**src/hw/tmrwo_pkg.sv**
```systemverilog
package tmrwo_pkg;
  // register word indices (printed offsets are not all multiples of four: byte address is index * 4)
  localparam logic [7:0] TMRWO_IDX_CTRL_A = 8'h24;
  localparam logic [7:0] TMRWO_IDX_CTRL_B = 8'h25;
  localparam logic [7:0] TMRWO_IDX_COUNT = 8'h26;
  localparam logic [7:0] TMRWO_IDX_CMP_A = 8'h27;
  localparam logic [7:0] TMRWO_IDX_CMP_B = 8'h28;
  localparam logic [7:0] TMRWO_IDX_IRQ_STAT = 8'h29;
  localparam logic [7:0] TMRWO_IDX_IRQ_MASK = 8'h2a;
  localparam logic [7:0] TMRWO_IDX_PORT = 8'h2b;
  localparam int TMRWO_ADDR_W = 10;
  // control register fields
  localparam int TMRWO_A_OUTA_LSB = 6;
  localparam int TMRWO_A_OUTB_LSB = 4;
  localparam int TMRWO_A_WAVE_LSB = 0;
  localparam int TMRWO_B_WAVE_HI = 3;
  localparam logic [7:0] TMRWO_CTRL_A_WMASK = 8'hf3;
  localparam logic [7:0] TMRWO_CTRL_B_WMASK = 8'h08;
  localparam logic [7:0] TMRWO_RESET_VAL = 8'h00;
  localparam logic [7:0] TMRWO_MAX = 8'hff;
  localparam logic [7:0] TMRWO_BOTTOM = 8'h00;
  // status bit positions
  localparam int TMRWO_ST_OVF = 0;
  localparam int TMRWO_ST_MA = 1;
  localparam int TMRWO_ST_MB = 2;

  typedef enum logic [2:0] {
    TMRWO_WM_NORMAL = 3'd0,
    TMRWO_WM_PC_FF = 3'd1,
    TMRWO_WM_CTC = 3'd2,
    TMRWO_WM_FAST_FF = 3'd3,
    TMRWO_WM_RSV4 = 3'd4,
    TMRWO_WM_PC_CMP = 3'd5,
    TMRWO_WM_RSV6 = 3'd6,
    TMRWO_WM_FAST_CMP = 3'd7
  } tmrwo_wave_mode_t;

  // counting direction; gray: one bit differs
  typedef enum logic [0:0] {
    TMRWO_DIR_UP = 1'b0,
    TMRWO_DIR_DOWN = 1'b1
  } tmrwo_dir_t;

  typedef struct packed {
    logic [7:0] ctrl_a;
    logic wave_mode_high_bit;
    logic [7:0] count_value;
    logic [7:0] cmp_value_a;
    logic [7:0] cmp_value_b;
    logic [7:0] cmp_buf_a;
    logic [7:0] cmp_buf_b;
    logic [2:0] irq_stat;
    logic [2:0] irq_mask;
    logic [1:0] port_dir;
    tmrwo_dir_t dir;
    logic wave_out_a;
    logic wave_out_b;
    logic block_match;
    logic ack;
    logic [7:0] rdata;
  } tmrwo_state_t;

  typedef struct packed {
    logic [1:0] pin_o;
    logic [1:0] pin_oe_n;
  } tmrwo_pins_t;
endpackage : tmrwo_pkg

```
**src/hw/tmrwo_timer8.sv**
```systemverilog
`timescale 1ns/1ps
// What this block does
// [RULE1] counter runs on clk_i only; tick input is a one-cycle enable
// [RULE2] nonzero output-mode field makes the waveform replace the port function
// [RULE3] pin driver enabled only when that pin's direction bit is output
// [RULE4] non-PWM: 0 off, 1 toggle, 2 clear, 3 set on match
// [RULE5] fast PWM A: mode 1 toggles if high mode bit, 2/3 clear/set, invert at bottom
// [RULE6] fast PWM B: mode 1 reserved; 2 clear-match set-bottom; 3 inverse
// [RULE7] phase PWM A: mode 1 toggles if high bit; 2 clear up set down; 3 inverse
// [RULE8] phase PWM B: mode 1 reserved; 2 clear up set down; 3 inverse
// [RULE9] fast PWM, compare at top with high out bit: skip match, act at bottom
// [RULE10] phase PWM, compare at top with high out bit: skip match, act at top
// [RULE11] control A bits 3 and 2 always read zero
// [RULE12] wave mode is control A bits 1:0 plus high bit in control B
// [RULE13] modes: 0 normal,1 pc ff,2 ctc,3 fast ff,5 pc cmpA,7 fast cmpA
// [RULE14] compare update and overflow flag timing depend on the wave mode
// [RULE15] normal mode overflow flag sets on the tick wrapping max to zero
// [RULE16] ctc: counter clears on the tick after equal to compare A, flag set
// [RULE17] phase modes count up to top, hold one tick, count down
module tmrwo_timer8
  import tmrwo_pkg::*;
(
  input wire logic clk_i, // 250 MHz system clock
  input wire logic rst_i, // synchronous reset, active high
  input wire logic tick_i, // prescaled timer tick, one-cycle enable
  input wire logic wb_cyc_i, // wishbone cycle
  input wire logic wb_stb_i, // wishbone strobe
  input wire logic wb_we_i, // wishbone write enable
  input wire logic [TMRWO_ADDR_W-1:0] wb_adr_i, // wishbone byte address
  input wire logic [3:0] wb_sel_i, // wishbone byte selects
  input wire logic [31:0] wb_dat_i, // wishbone write data
  output logic [31:0] wb_dat_o, // wishbone read data
  output logic wb_ack_o, // wishbone acknowledge
  output logic irq_o, // level interrupt
  output tmrwo_pins_t pins_o // waveform pin drive and enables
);
  tmrwo_state_t s_r;
  tmrwo_state_t s_nxt;

  logic [2:0] wm;
  logic [7:0] top;
  logic is_fast;
  logic is_pc;
  logic at_top;
  logic at_bot;
  logic req;
  logic wr;
  logic rd_hit;
  logic [7:0] widx;
  logic [7:0] wb0;
  logic ovf_ev;
  logic ma_ev;
  logic mb_ev;
  logic upd_now;
  logic nxt_a;
  logic nxt_b;
  logic oe_n_a;
  logic oe_n_b;
  logic [2:0] stat_clr;
  logic [2:0] stat_nxt;

  always_comb begin
    wm = {s_r.wave_mode_high_bit, s_r.ctrl_a[TMRWO_A_WAVE_LSB +: 2]}; // [RULE12]
    is_fast = (wm == TMRWO_WM_FAST_FF) || (wm == TMRWO_WM_FAST_CMP); // [RULE13]
    is_pc = (wm == TMRWO_WM_PC_FF) || (wm == TMRWO_WM_PC_CMP);
    top = (wm == TMRWO_WM_CTC || wm == TMRWO_WM_PC_CMP || wm == TMRWO_WM_FAST_CMP)
        ? s_r.cmp_value_a : TMRWO_MAX;
    at_top = s_r.count_value == top;
    at_bot = s_r.count_value == TMRWO_BOTTOM;
    req = wb_cyc_i && wb_stb_i && !s_r.ack;
    wr = req && wb_we_i && wb_sel_i[0];
    widx = wb_adr_i[TMRWO_ADDR_W-1:2];
    wb0 = wb_dat_i[7:0];
    stat_clr = (wr && widx == TMRWO_IDX_IRQ_STAT) ? wb0[2:0] : 3'h0;
    // decoded here, apart from the state update, so the status bits form no loop
    if (!tick_i) begin
      ovf_ev = 1'b0;
    end else if (is_pc) begin
      ovf_ev = (s_r.dir == TMRWO_DIR_DOWN) && at_bot; // [RULE14]
    end else if (wm == TMRWO_WM_FAST_CMP) begin
      ovf_ev = at_top; // [RULE14]
    end else begin
      ovf_ev = s_r.count_value == TMRWO_MAX; // [RULE15]
    end
  end

  tmrwo_wave_ch #(
    .CH_IS_A(1'b1)
  ) wave_ch_a_i (
    .tick_i(tick_i),
    .blocked_i(s_r.block_match),
    .count_i(s_r.count_value),
    .cmp_i(s_r.cmp_value_a),
    .top_i(top),
    .om_i(s_r.ctrl_a[TMRWO_A_OUTA_LSB +: 2]),
    .hi_i(s_r.wave_mode_high_bit),
    .fast_i(is_fast),
    .pc_i(is_pc),
    .down_i(s_r.dir == TMRWO_DIR_DOWN),
    .cur_i(s_r.wave_out_a),
    .dir_out_i(s_r.port_dir[1]),
    .match_o(ma_ev),
    .nxt_o(nxt_a),
    .oe_n_o(oe_n_a)
  );

  tmrwo_wave_ch #(
    .CH_IS_A(1'b0)
  ) wave_ch_b_i (
    .tick_i(tick_i),
    .blocked_i(s_r.block_match),
    .count_i(s_r.count_value),
    .cmp_i(s_r.cmp_value_b),
    .top_i(top),
    .om_i(s_r.ctrl_a[TMRWO_A_OUTB_LSB +: 2]),
    .hi_i(s_r.wave_mode_high_bit),
    .fast_i(is_fast),
    .pc_i(is_pc),
    .down_i(s_r.dir == TMRWO_DIR_DOWN),
    .cur_i(s_r.wave_out_b),
    .dir_out_i(s_r.port_dir[0]),
    .match_o(mb_ev),
    .nxt_o(nxt_b),
    .oe_n_o(oe_n_b)
  );

  tmrwo_sticky stat_ovf_i (
    .cur_i(s_r.irq_stat[TMRWO_ST_OVF]),
    .clr_i(stat_clr[TMRWO_ST_OVF]),
    .set_i(ovf_ev),
    .nxt_o(stat_nxt[TMRWO_ST_OVF])
  );

  tmrwo_sticky stat_ma_i (
    .cur_i(s_r.irq_stat[TMRWO_ST_MA]),
    .clr_i(stat_clr[TMRWO_ST_MA]),
    .set_i(ma_ev),
    .nxt_o(stat_nxt[TMRWO_ST_MA])
  );

  tmrwo_sticky stat_mb_i (
    .cur_i(s_r.irq_stat[TMRWO_ST_MB]),
    .clr_i(stat_clr[TMRWO_ST_MB]),
    .set_i(mb_ev),
    .nxt_o(stat_nxt[TMRWO_ST_MB])
  );

  always_comb begin
    s_nxt = s_r;
    rd_hit = 1'b1;
    upd_now = 1'b0;
    s_nxt.ack = req;
    s_nxt.block_match = s_r.block_match && !tick_i;

    // counter and waveform advance only on the tick enable
    if (tick_i) begin // [RULE1]
      s_nxt.wave_out_a = nxt_a;
      s_nxt.wave_out_b = nxt_b;
      if (is_pc) begin // [RULE17]
        if (s_r.dir == TMRWO_DIR_UP) begin
          if (at_top) begin
            s_nxt.dir = TMRWO_DIR_DOWN;
            upd_now = 1'b1; // [RULE14]
          end else begin
            s_nxt.count_value = s_r.count_value + 8'h01;
          end
        end else if (at_bot) begin
          s_nxt.dir = TMRWO_DIR_UP;
          s_nxt.count_value = s_r.count_value + 8'h01;
        end else begin
          s_nxt.count_value = s_r.count_value - 8'h01;
        end
      end else begin
        s_nxt.dir = TMRWO_DIR_UP;
        if (at_top && wm != TMRWO_WM_NORMAL) begin // [RULE16]
          s_nxt.count_value = TMRWO_BOTTOM;
          upd_now = (wm == TMRWO_WM_FAST_FF) || (wm == TMRWO_WM_FAST_CMP); // [RULE14]
        end else begin
          s_nxt.count_value = s_r.count_value + 8'h01;
        end
      end
      if (upd_now) begin
        s_nxt.cmp_value_a = s_r.cmp_buf_a;
        s_nxt.cmp_value_b = s_r.cmp_buf_b;
      end
    end

    if (wr) begin
      case (widx)
        TMRWO_IDX_CTRL_A: s_nxt.ctrl_a = wb0 & TMRWO_CTRL_A_WMASK; // [RULE11]
        TMRWO_IDX_CTRL_B: s_nxt.wave_mode_high_bit = wb0[TMRWO_B_WAVE_HI];
        TMRWO_IDX_COUNT: begin
          s_nxt.count_value = wb0;
          s_nxt.block_match = 1'b1;
        end
        TMRWO_IDX_CMP_A: s_nxt.cmp_buf_a = wb0;
        TMRWO_IDX_CMP_B: s_nxt.cmp_buf_b = wb0;
        TMRWO_IDX_IRQ_MASK: s_nxt.irq_mask = wb0[2:0];
        TMRWO_IDX_PORT: s_nxt.port_dir = wb0[1:0];
        default: s_nxt.ack = req;
      endcase
    end

    // modes 0 and 2 take compare writes at once; reserved modes do too
    if (!is_pc && !is_fast) begin // [RULE14]
      s_nxt.cmp_value_a = s_nxt.cmp_buf_a;
      s_nxt.cmp_value_b = s_nxt.cmp_buf_b;
    end

    // write-one-to-clear, a same-cycle event wins
    s_nxt.irq_stat = stat_nxt; // [RULE16]

    case (widx)
      TMRWO_IDX_CTRL_A: s_nxt.rdata = s_r.ctrl_a & TMRWO_CTRL_A_WMASK; // [RULE11]
      TMRWO_IDX_CTRL_B: s_nxt.rdata = {4'h0, s_r.wave_mode_high_bit, 3'h0};
      TMRWO_IDX_COUNT: s_nxt.rdata = s_r.count_value;
      TMRWO_IDX_CMP_A: s_nxt.rdata = s_r.cmp_buf_a;
      TMRWO_IDX_CMP_B: s_nxt.rdata = s_r.cmp_buf_b;
      TMRWO_IDX_IRQ_STAT: s_nxt.rdata = {5'h00, s_r.irq_stat};
      TMRWO_IDX_IRQ_MASK: s_nxt.rdata = {5'h00, s_r.irq_mask};
      TMRWO_IDX_PORT: s_nxt.rdata = {6'h00, s_r.port_dir};
      default: rd_hit = 1'b0;
    endcase
    if (!rd_hit || !req) begin
      s_nxt.rdata = TMRWO_RESET_VAL;
    end
  end

  always_ff @(posedge clk_i) begin
    if (rst_i) begin
      s_r <= '0;
    end else begin
      s_r <= s_nxt;
    end
  end

  assign wb_ack_o = s_r.ack;
  assign wb_dat_o = {24'h00_0000, s_r.rdata};
  assign irq_o = |(s_r.irq_stat & s_r.irq_mask);

  always_comb begin
    // pin driven only while the channel is connected and the direction bit is output
    pins_o.pin_o[1] = s_r.wave_out_a;
    pins_o.pin_o[0] = s_r.wave_out_b;
    pins_o.pin_oe_n[1] = oe_n_a; // [RULE2] [RULE3]
    pins_o.pin_oe_n[0] = oe_n_b; // [RULE2] [RULE3]
  end
endmodule : tmrwo_timer8

// one compare channel: match detect, next output level and pin enable
module tmrwo_wave_ch
  import tmrwo_pkg::*;
#(
  parameter bit CH_IS_A = 1'b1 // channel a allows toggling in pwm modes
)
(
  input wire logic tick_i, // timer tick enable
  input wire logic blocked_i, // match blocked after a counter write
  input wire logic [7:0] count_i, // counter value
  input wire logic [7:0] cmp_i, // active compare value
  input wire logic [7:0] top_i, // current top value
  input wire logic [1:0] om_i, // output-mode field
  input wire logic hi_i, // wave mode high bit
  input wire logic fast_i, // fast pwm mode
  input wire logic pc_i, // phase correct pwm mode
  input wire logic down_i, // counter is counting down
  input wire logic cur_i, // registered output level
  input wire logic dir_out_i, // pin direction bit, one is output
  output logic match_o, // compare match on this tick
  output logic nxt_o, // output level after this tick
  output logic oe_n_o // pin driver enable, active low
);
  logic at_top;
  logic cmp_is_top;
  logic act_level;

  always_comb begin
    at_top = count_i == top_i;
    cmp_is_top = cmp_i == top_i;
    // mode 2 drives zero on a match, mode 3 drives one; the other point takes the inverse
    act_level = om_i[0];
    match_o = tick_i && !blocked_i && (count_i == cmp_i);
    nxt_o = cur_i;
    if (tick_i) begin
      if (!fast_i && !pc_i) begin
        if (match_o) begin // [RULE4]
          case (om_i)
            2'd1: nxt_o = ~cur_i;
            2'd2: nxt_o = 1'b0;
            2'd3: nxt_o = 1'b1;
            default: nxt_o = cur_i;
          endcase
        end
      end else begin
        case (om_i)
          2'd1: begin
            // channel b treats this code as reserved and leaves its level alone
            if (CH_IS_A && hi_i && match_o) begin // [RULE5] [RULE7] [RULE6] [RULE8]
              nxt_o = ~cur_i;
            end
          end
          2'd2, 2'd3: begin
            if (fast_i) begin
              if (cmp_is_top) begin
                // a match at top would fight the bottom action, so only bottom acts
                if (at_top) begin // [RULE9]
                  nxt_o = ~act_level;
                end
              end else if (match_o) begin // [RULE5] [RULE6]
                nxt_o = act_level;
              end else if (at_top) begin
                // bottom action lands on the tick that clears the counter
                nxt_o = ~act_level;
              end
            end else begin
              if (cmp_is_top) begin
                if (at_top) begin // [RULE10]
                  nxt_o = act_level;
                end
              end else if (match_o) begin // [RULE7] [RULE8]
                nxt_o = down_i ? ~act_level : act_level;
              end
            end
          end
          default: nxt_o = cur_i;
        endcase
      end
    end
    oe_n_o = !((|om_i) && dir_out_i); // [RULE2] [RULE3]
  end
endmodule : tmrwo_wave_ch

// one sticky status bit: write one clears, a same-cycle event wins
module tmrwo_sticky (
  input wire logic cur_i, // registered flag
  input wire logic clr_i, // write-one-to-clear strobe
  input wire logic set_i, // hardware event
  output logic nxt_o // flag value after this cycle
);
  always_comb begin
    nxt_o = (cur_i && !clr_i) || set_i;
  end
endmodule : tmrwo_sticky

```
**config.mk**
```make
export PLATFORM = sky130hd
export DESIGN_NAME = tmrwo_timer8
export DESIGN_NICKNAME = d
export VERILOG_FILES = /design/src/hw/tmrwo_pkg.sv /design/src/hw/tmrwo_timer8.sv
export SDC_FILE = /design/constraint.sdc
export NUM_CORES = 1
export LEC_CHECK = 0
export BUFFER_PORTS_ARGS = -buffer_cell sky130_fd_sc_hd__buf_2
export CORE_UTILIZATION = 50
export DETAILED_ROUTE_END_ITERATION = 16
export HOLD_SLACK_MARGIN = 0.02
export PLACE_DENSITY_LB_ADDON = 0.1
export SETUP_SLACK_MARGIN = 0.05
export SLEW_MARGIN = 20
export SYNTH_ARGS = -nofsm -noshare
export SYNTH_HDL_FRONTEND = slang
export SYNTH_SLANG_ARGS = --single-unit
```
**constraint.sdc**
```tcl
create_clock -name clk_i -period 6.2 [get_ports clk_i]
set_clock_uncertainty 0.1 [all_clocks]
set_input_delay 0.62 -clock clk_i [delete_from_list [all_inputs] [get_ports clk_i]]
set_output_delay 0.62 -clock clk_i [all_outputs]
set_load 0.005 [all_outputs]
```
-- Yosys cells after proc, flatten, opt, wreduce, memory -nomap -nowiden
Index checks and enable logic that the tools add are counted.
- bits of input ports: 52
- word-level logic and storage cells: 171
- flip-flop bits (word level): 68
- output and inout port bits: 38
- muxes and demuxes: 55
- equal/unequal tests: 33
- $add $sub $neg: 2
- reductions and logical operators: 60
- bitwise operators: 5
- operators with widths (cell ; count):
    $mux W8 ; 10
    $eq A8 B6 Y1 const B ; 8
    $pmux W8 S8 ; 1
    $mux W16 ; 3
    $eq A8 B8 Y1 ; 5
    $mux W1 ; 35
    $mux W24 ; 1
    $logic_and A1 B1 Y1 ; 18
    $logic_not A1 Y1 ; 12
    $ne A4 B1 Y1 const B ; 3
    $reduce_and A2 Y1 ; 5
    $reduce_or A2 Y1 ; 5
    $reduce_bool A3 Y1 ; 3
    $add A8 B1 Y8 const B ; 1
    $eq A2 B2 Y1 const B ; 4
    $eq A8 B8 Y1 const B ; 1
    $logic_not A8 Y1 ; 1
    $logic_or A1 B1 Y1 ; 8
    $reduce_bool A8 Y1 ; 1
    $reduce_or A8 Y1 ; 1
    $sub A8 B1 Y8 const B ; 1
    $reduce_and A7 Y1 ; 1
    $eq A3 B2 Y1 const B ; 2
    $eq A3 B3 Y1 const B ; 2
    15 further kinds ; 23

-- Longest topological paths before layout
- depth in word-level cells: 13
- depth in mapped cells: 10
- gate-level depth less buffers: 8

-- Hierarchy
A second synthesis with hierarchy kept.
- cells, all modules: 688
- area total of the unflattened synthesis: 5348.9 um2
- by module, submodules not included (module ; sequential area each (um2) ; cells an instance ; times used ; area each (um2)):
    tmrwo_timer8 ; 1361.3 ; 561 ; 1 ; 4383.0
    tmrwo_wave_ch at wave_ch_b_i ; 0.0 ; 63 ; 1 ; 493.0
    tmrwo_wave_ch at wave_ch_a_i ; 0.0 ; 58 ; 1 ; 439.2
    tmrwo_sticky ; 0.0 ; 2 ; 3 ; 11.3

-- Least setup slack after synthesis
OpenSTA, ideal clock, no wires.
- path type: input to register
- start point: input wb_adr_i[6]
- end point: register s_r[40] in the netlist's numbering
- library setup time: 143 ps
- slack: 3581 ps
- required time: 5957 ps
- arrival time: 2376 ps
- stages: 7
- cell sequence: nor4b_4 nand2_1 nor3_1 nand2_1 mux2i_1 a2bb2oi_1 a211oi_2
- longest elaborated chain between the ends: 4
- RTL lines (element ; line ; RTL):
    from (decl) ; tmrwo_timer8.sv:29 ; input wire logic [TMRWO_ADDR_W-1:0] wb_adr_i,
    $eq A8 B6 Y1 ; tmrwo_timer8.sv:189 ; case (widx)
    $mux W8 ; tmrwo_timer8.sv:189 ;
    $mux W16 ; tmrwo_timer8.sv:188 ; if (wr) begin
    $mux W16 ; tmrwo_timer8.sv:205 ; if (!is_pc && !is_fast) begin
    to (signal assigned) ; tmrwo_timer8.sv:233 ; s_r <= s_nxt;
    to (decl) ; tmrwo_timer8.sv:37 ; tmrwo_state_t s_r;
No other way between the ends.
A chain may end at the register's enable or synchronous reset.

-- Worst setup path after layout
- start point: register s_r[63] in the netlist's numbering
- end point: register s_r[56] in the netlist's numbering
- longest elaborated chain between the ends: 11
- elaborated cells between the ends (all ways): 18
- those cells by class: eq/ne: 5; mux: 8; reduce/logical: 5
- RTL lines (element ; line ; RTL):
    $eq A3 B2 Y1 or $eq A3 B3 Y1 (tied branches) ; tmrwo_timer8.sv:66, tmrwo_timer8.sv:65 ;
    $logic_or A1 B1 Y1 (2 in series) ; tmrwo_timer8.sv:66 ; top = (wm == TMRWO_WM_CTC || wm == TMRWO_WM_PC_CMP || wm == TMRWO_WM_FAST_CMP)
    $mux W8 ; tmrwo_timer8.sv:67 ; ? s_r.cmp_value_a : TMRWO_MAX;
    $eq A8 B8 Y1 ; tmrwo_timer8.sv:68 ; at_top = s_r.count_value == top;
    $mux W8 or $logic_and A1 B1 Y1 (tied branches) ; tmrwo_timer8.sv:161, tmrwo_timer8.sv:175 ;
    $mux W8, on equally long branches ; tmrwo_timer8.sv:160, tmrwo_timer8.sv:175 ;
    $mux W8 (*) ; tmrwo_timer8.sv:159 ; if (is_pc) begin
    $mux W24 (*) ; tmrwo_timer8.sv:156 ; if (tick_i) begin
    $mux W8 ; tmrwo_timer8.sv:189 ;
    $mux W8 (*) ; tmrwo_timer8.sv:188 ;
Mark *: on every way between the ends. The rest lies on a longest branch, timed or not. The select of a mux whose other input is x is not followed.

==> flow_summary.toml <==
[worst_setup_path]
worstSetupPathType = "flop to flop"
slowest_delay_ns = 0.76
start_kind = "flop"
worst-endpoint-required_ns = 6.30
cp-end-kind = "flop"
cp_slowest_cell = "a211oi_2"
cp_cell_sequence = "nor3b_1 > o211a_1 > o2111ai_1 > a211oi_2 > a21oi_1 > a2111oi_0 > o41ai_1"
cp_max_fo = 13
arrival_ns = 3.76

[power]
finalPower_mw = 0.923
ir_drop_mv = 0.105
powerDensity_nw_per_um2 = 186
cellLeakagePower_nw = 1.97

[floorplanning]
dieHeight_um = 99.5
initial_core_util = 0.514
die-area_um2 = 9890
row_count = 35
die_x_um = 99.5
placeableCoreArea_um2 = 9240
io_pins = 90

[detailed_routing]
drc_errors = 0
vias = 4442
first_pass_iters = 5
ant_nets = 0
wirelength_um = 13900
wl_per_cell_um = 19.3
viasPerCell = 6.16
drtIter0Drc = 362

[cts]
cts_tree = "done"
cts-hold-fix-buffers = 0
clkLatencyLatePin_ns = 0.35
clockRootBuffer = "clkbuf_8"
clk_pin_slew_ns = 0.09
h-tree-depth = 3
cts_resized = 0
clockBufferDepth = 2
cts_sinks = 68
cts_buffers = 9
cts_setup_buffers = 0

[layout]
nets = 642
multi_input_area_um2 = 2960
layout_common_cells = "nor2_1, dfxtp_1, nand2_1"
final_common_cell = "nor2_1"
drive_gt1_frac = 0.142
fillCellCount = 896
regArea_um2 = 1360
num_antenna_cells = 0
area_growth_pct = 4.19
fin_cells = 721

[sta]
hold_viol_final = 0
relSlewSlack = 0.272
drv_slew = 0
finalCritPeriodShare = 0.590
setup_tns_ns = 0
setup_violations = 0
worst_pin_slew_ns = 1.09
fin_ws_ns = 2.54
max_freq_ghz = 0.273
finalWorstPathRequiredPeriod_ns = 3.66
rsz0062_at_grt = "false"

[synthesis]
synth_seq_cells = 68
synth_area_leader_cell = "dfxtp_1"
syn_inst = 591
syn_area_per_cell_um2 = 8.04
seq_area_frac_synth = 0.287
async_flop_share = 0
synth-edff-count = 0
yosys_warnings = 0
yosys-top-cells-area = "dfxtp_1, nor2_1, buf_4"
synth.top_cell.area_share = 0.287
ys.flop_type = "dfxtp_1"
synth.distinct_cells = 72
netlist_area_um2 = 4750

[global_routing]
grt_start_max_net_pins = 63
antenna_found_initial = 0
gr-usage-all-layers = 0.295
grt_pass1_wl_um = 22300
overflow = 0
grt_pass1_vias = 4049

[job]
maxCapViolCount = 0

[placement]
placed_cells = 705
dp_hpwl_um = 9890
portBuffers = 36
gp_congestion = 0.949
dp_slack_ns = 2.64

[hold_path]
hold_path_class = "flop to flop"

[run_status]
status = "finished, final reports clean"
[final cells by class]
| type | count | area share |
|---|---|---|
| Multi-Input combinational cell | 451 | 0.597 |
| Clock inverter | 7 | 0.0152 |
| Inverter | 18 | 0.0137 |
| Sequential cell | 68 | 0.275 |
| Tap cell | 129 | 0.0326 |
| Clock buffer | 9 | 0.0250 |
| Timing Repair Buffer | 39 | 0.0410 |
[registers in the layout, summed over array words and instances, names as in the netlist]
| signal | count |
|---|---|
| wb_ack_o | 1 |
| pins_o | 2 |
| wb_dat_o | 8 |
| s_r | 57 |
[worst max-delay path, delay by kind of cell (launching register included)]
| kind | cells | cell delay [ns] |
|---|---|---|
| AO/OA/AOI/OAI | 6 | 2.09 |
| flip-flops | 1 | 0.68 |
| AND/OR/NAND/NOR | 1 | 0.63 |
[metrics by stage]
stage / area (um2) / util / hold slack [ns]
after floorplan: 4840 / - / 0.336
after CTS: 4950 / 0.536 / 0.378
after global placement: 4750 / 0.514 / 0.345
after detailed placement: 4750 / 0.514 / 0.363
after global routing: 4950 / 0.536 / 0.414
final: 4950 / 0.536 / 0.375
[power breakdown]
group | total, mW | internal, mW | switching, mW
Clock | 0.383 | 0.188 | 0.195
Combinational | 0.0876 | 0.0316 | 0.0560
Sequential | 0.452 | 0.440 | 0.0122
Total | 0.923 | 0.660 | 0.263
[cell families after synthesis]
| group | after synthesis | share of synthesized area |
|---|---|---|
| flops | 68 | 0.287 |
| other cells | 1 | 0.000790 |
| fa+ha+maj | 3 | 0.00790 |
| buf+inv | 95 | 0.109 |
| compound gates | 161 | 0.268 |
| mux | 33 | 0.0711 |
| simple gates | 209 | 0.218 |
| xor+xnor | 21 | 0.0387 |
[final timing paths]
| check | start | endpoint | slack [ns] | cells after the start |
|---|---|---|---|---|
| max | s_r[63] | s_r[56] | 2.54 | 7 |
| min | s_r[9] | s_r[9] | 0.38 | 2 |
| max reg2reg | s_r[63] | s_r[56] | 2.54 | 7 |
| min reg2reg | s_r[9] | s_r[9] | 0.38 | 2 |
[metal layers]
| metal | share of wire | up-vias | GRT usage |
|---|---|---|---|
| met4 | 0.031 | 0 | 0.120 |
| met3 | 0.066 | 26 | 0.0415 |
| met1 | 0.46 | 2143 | 0.422 |
| met2 | 0.44 | 166 | 0.446 |
| li1 | - | 2107 | - |
| met5 | 0 | - | 0 |
[synth_stat cells, types with 3 or more instances]
master / number
nand3_1: 18
nor2b_1: 3
nand2_1: 41
nor3_1: 19
a22oi_1: 7
a32o_1: 4
o31ai_1: 8
a31oi_1: 6
a2bb2oi_1: 17
o211ai_1: 5
a311o_1: 3
nor4_1: 6
a211o_1: 3
xnor2_1: 16
a221oi_1: 8
nand3b_1: 3
inv_1: 17
clkbuf_1: 32
ha_1: 3
o211a_1: 4
buf_4: 38
and2_1: 3
nand4_1: 7
a211oi_2: 15
mux2i_1: 27
dfxtp_1: 68
nor2_1: 79
nand2b_1: 8
xor2_1: 5
a211oi_1: 12
mux2_2: 6
nor3b_1: 3
o21ai_0: 19
a21oi_1: 24
buf_2: 3
(Power assumes the default switching activity.)
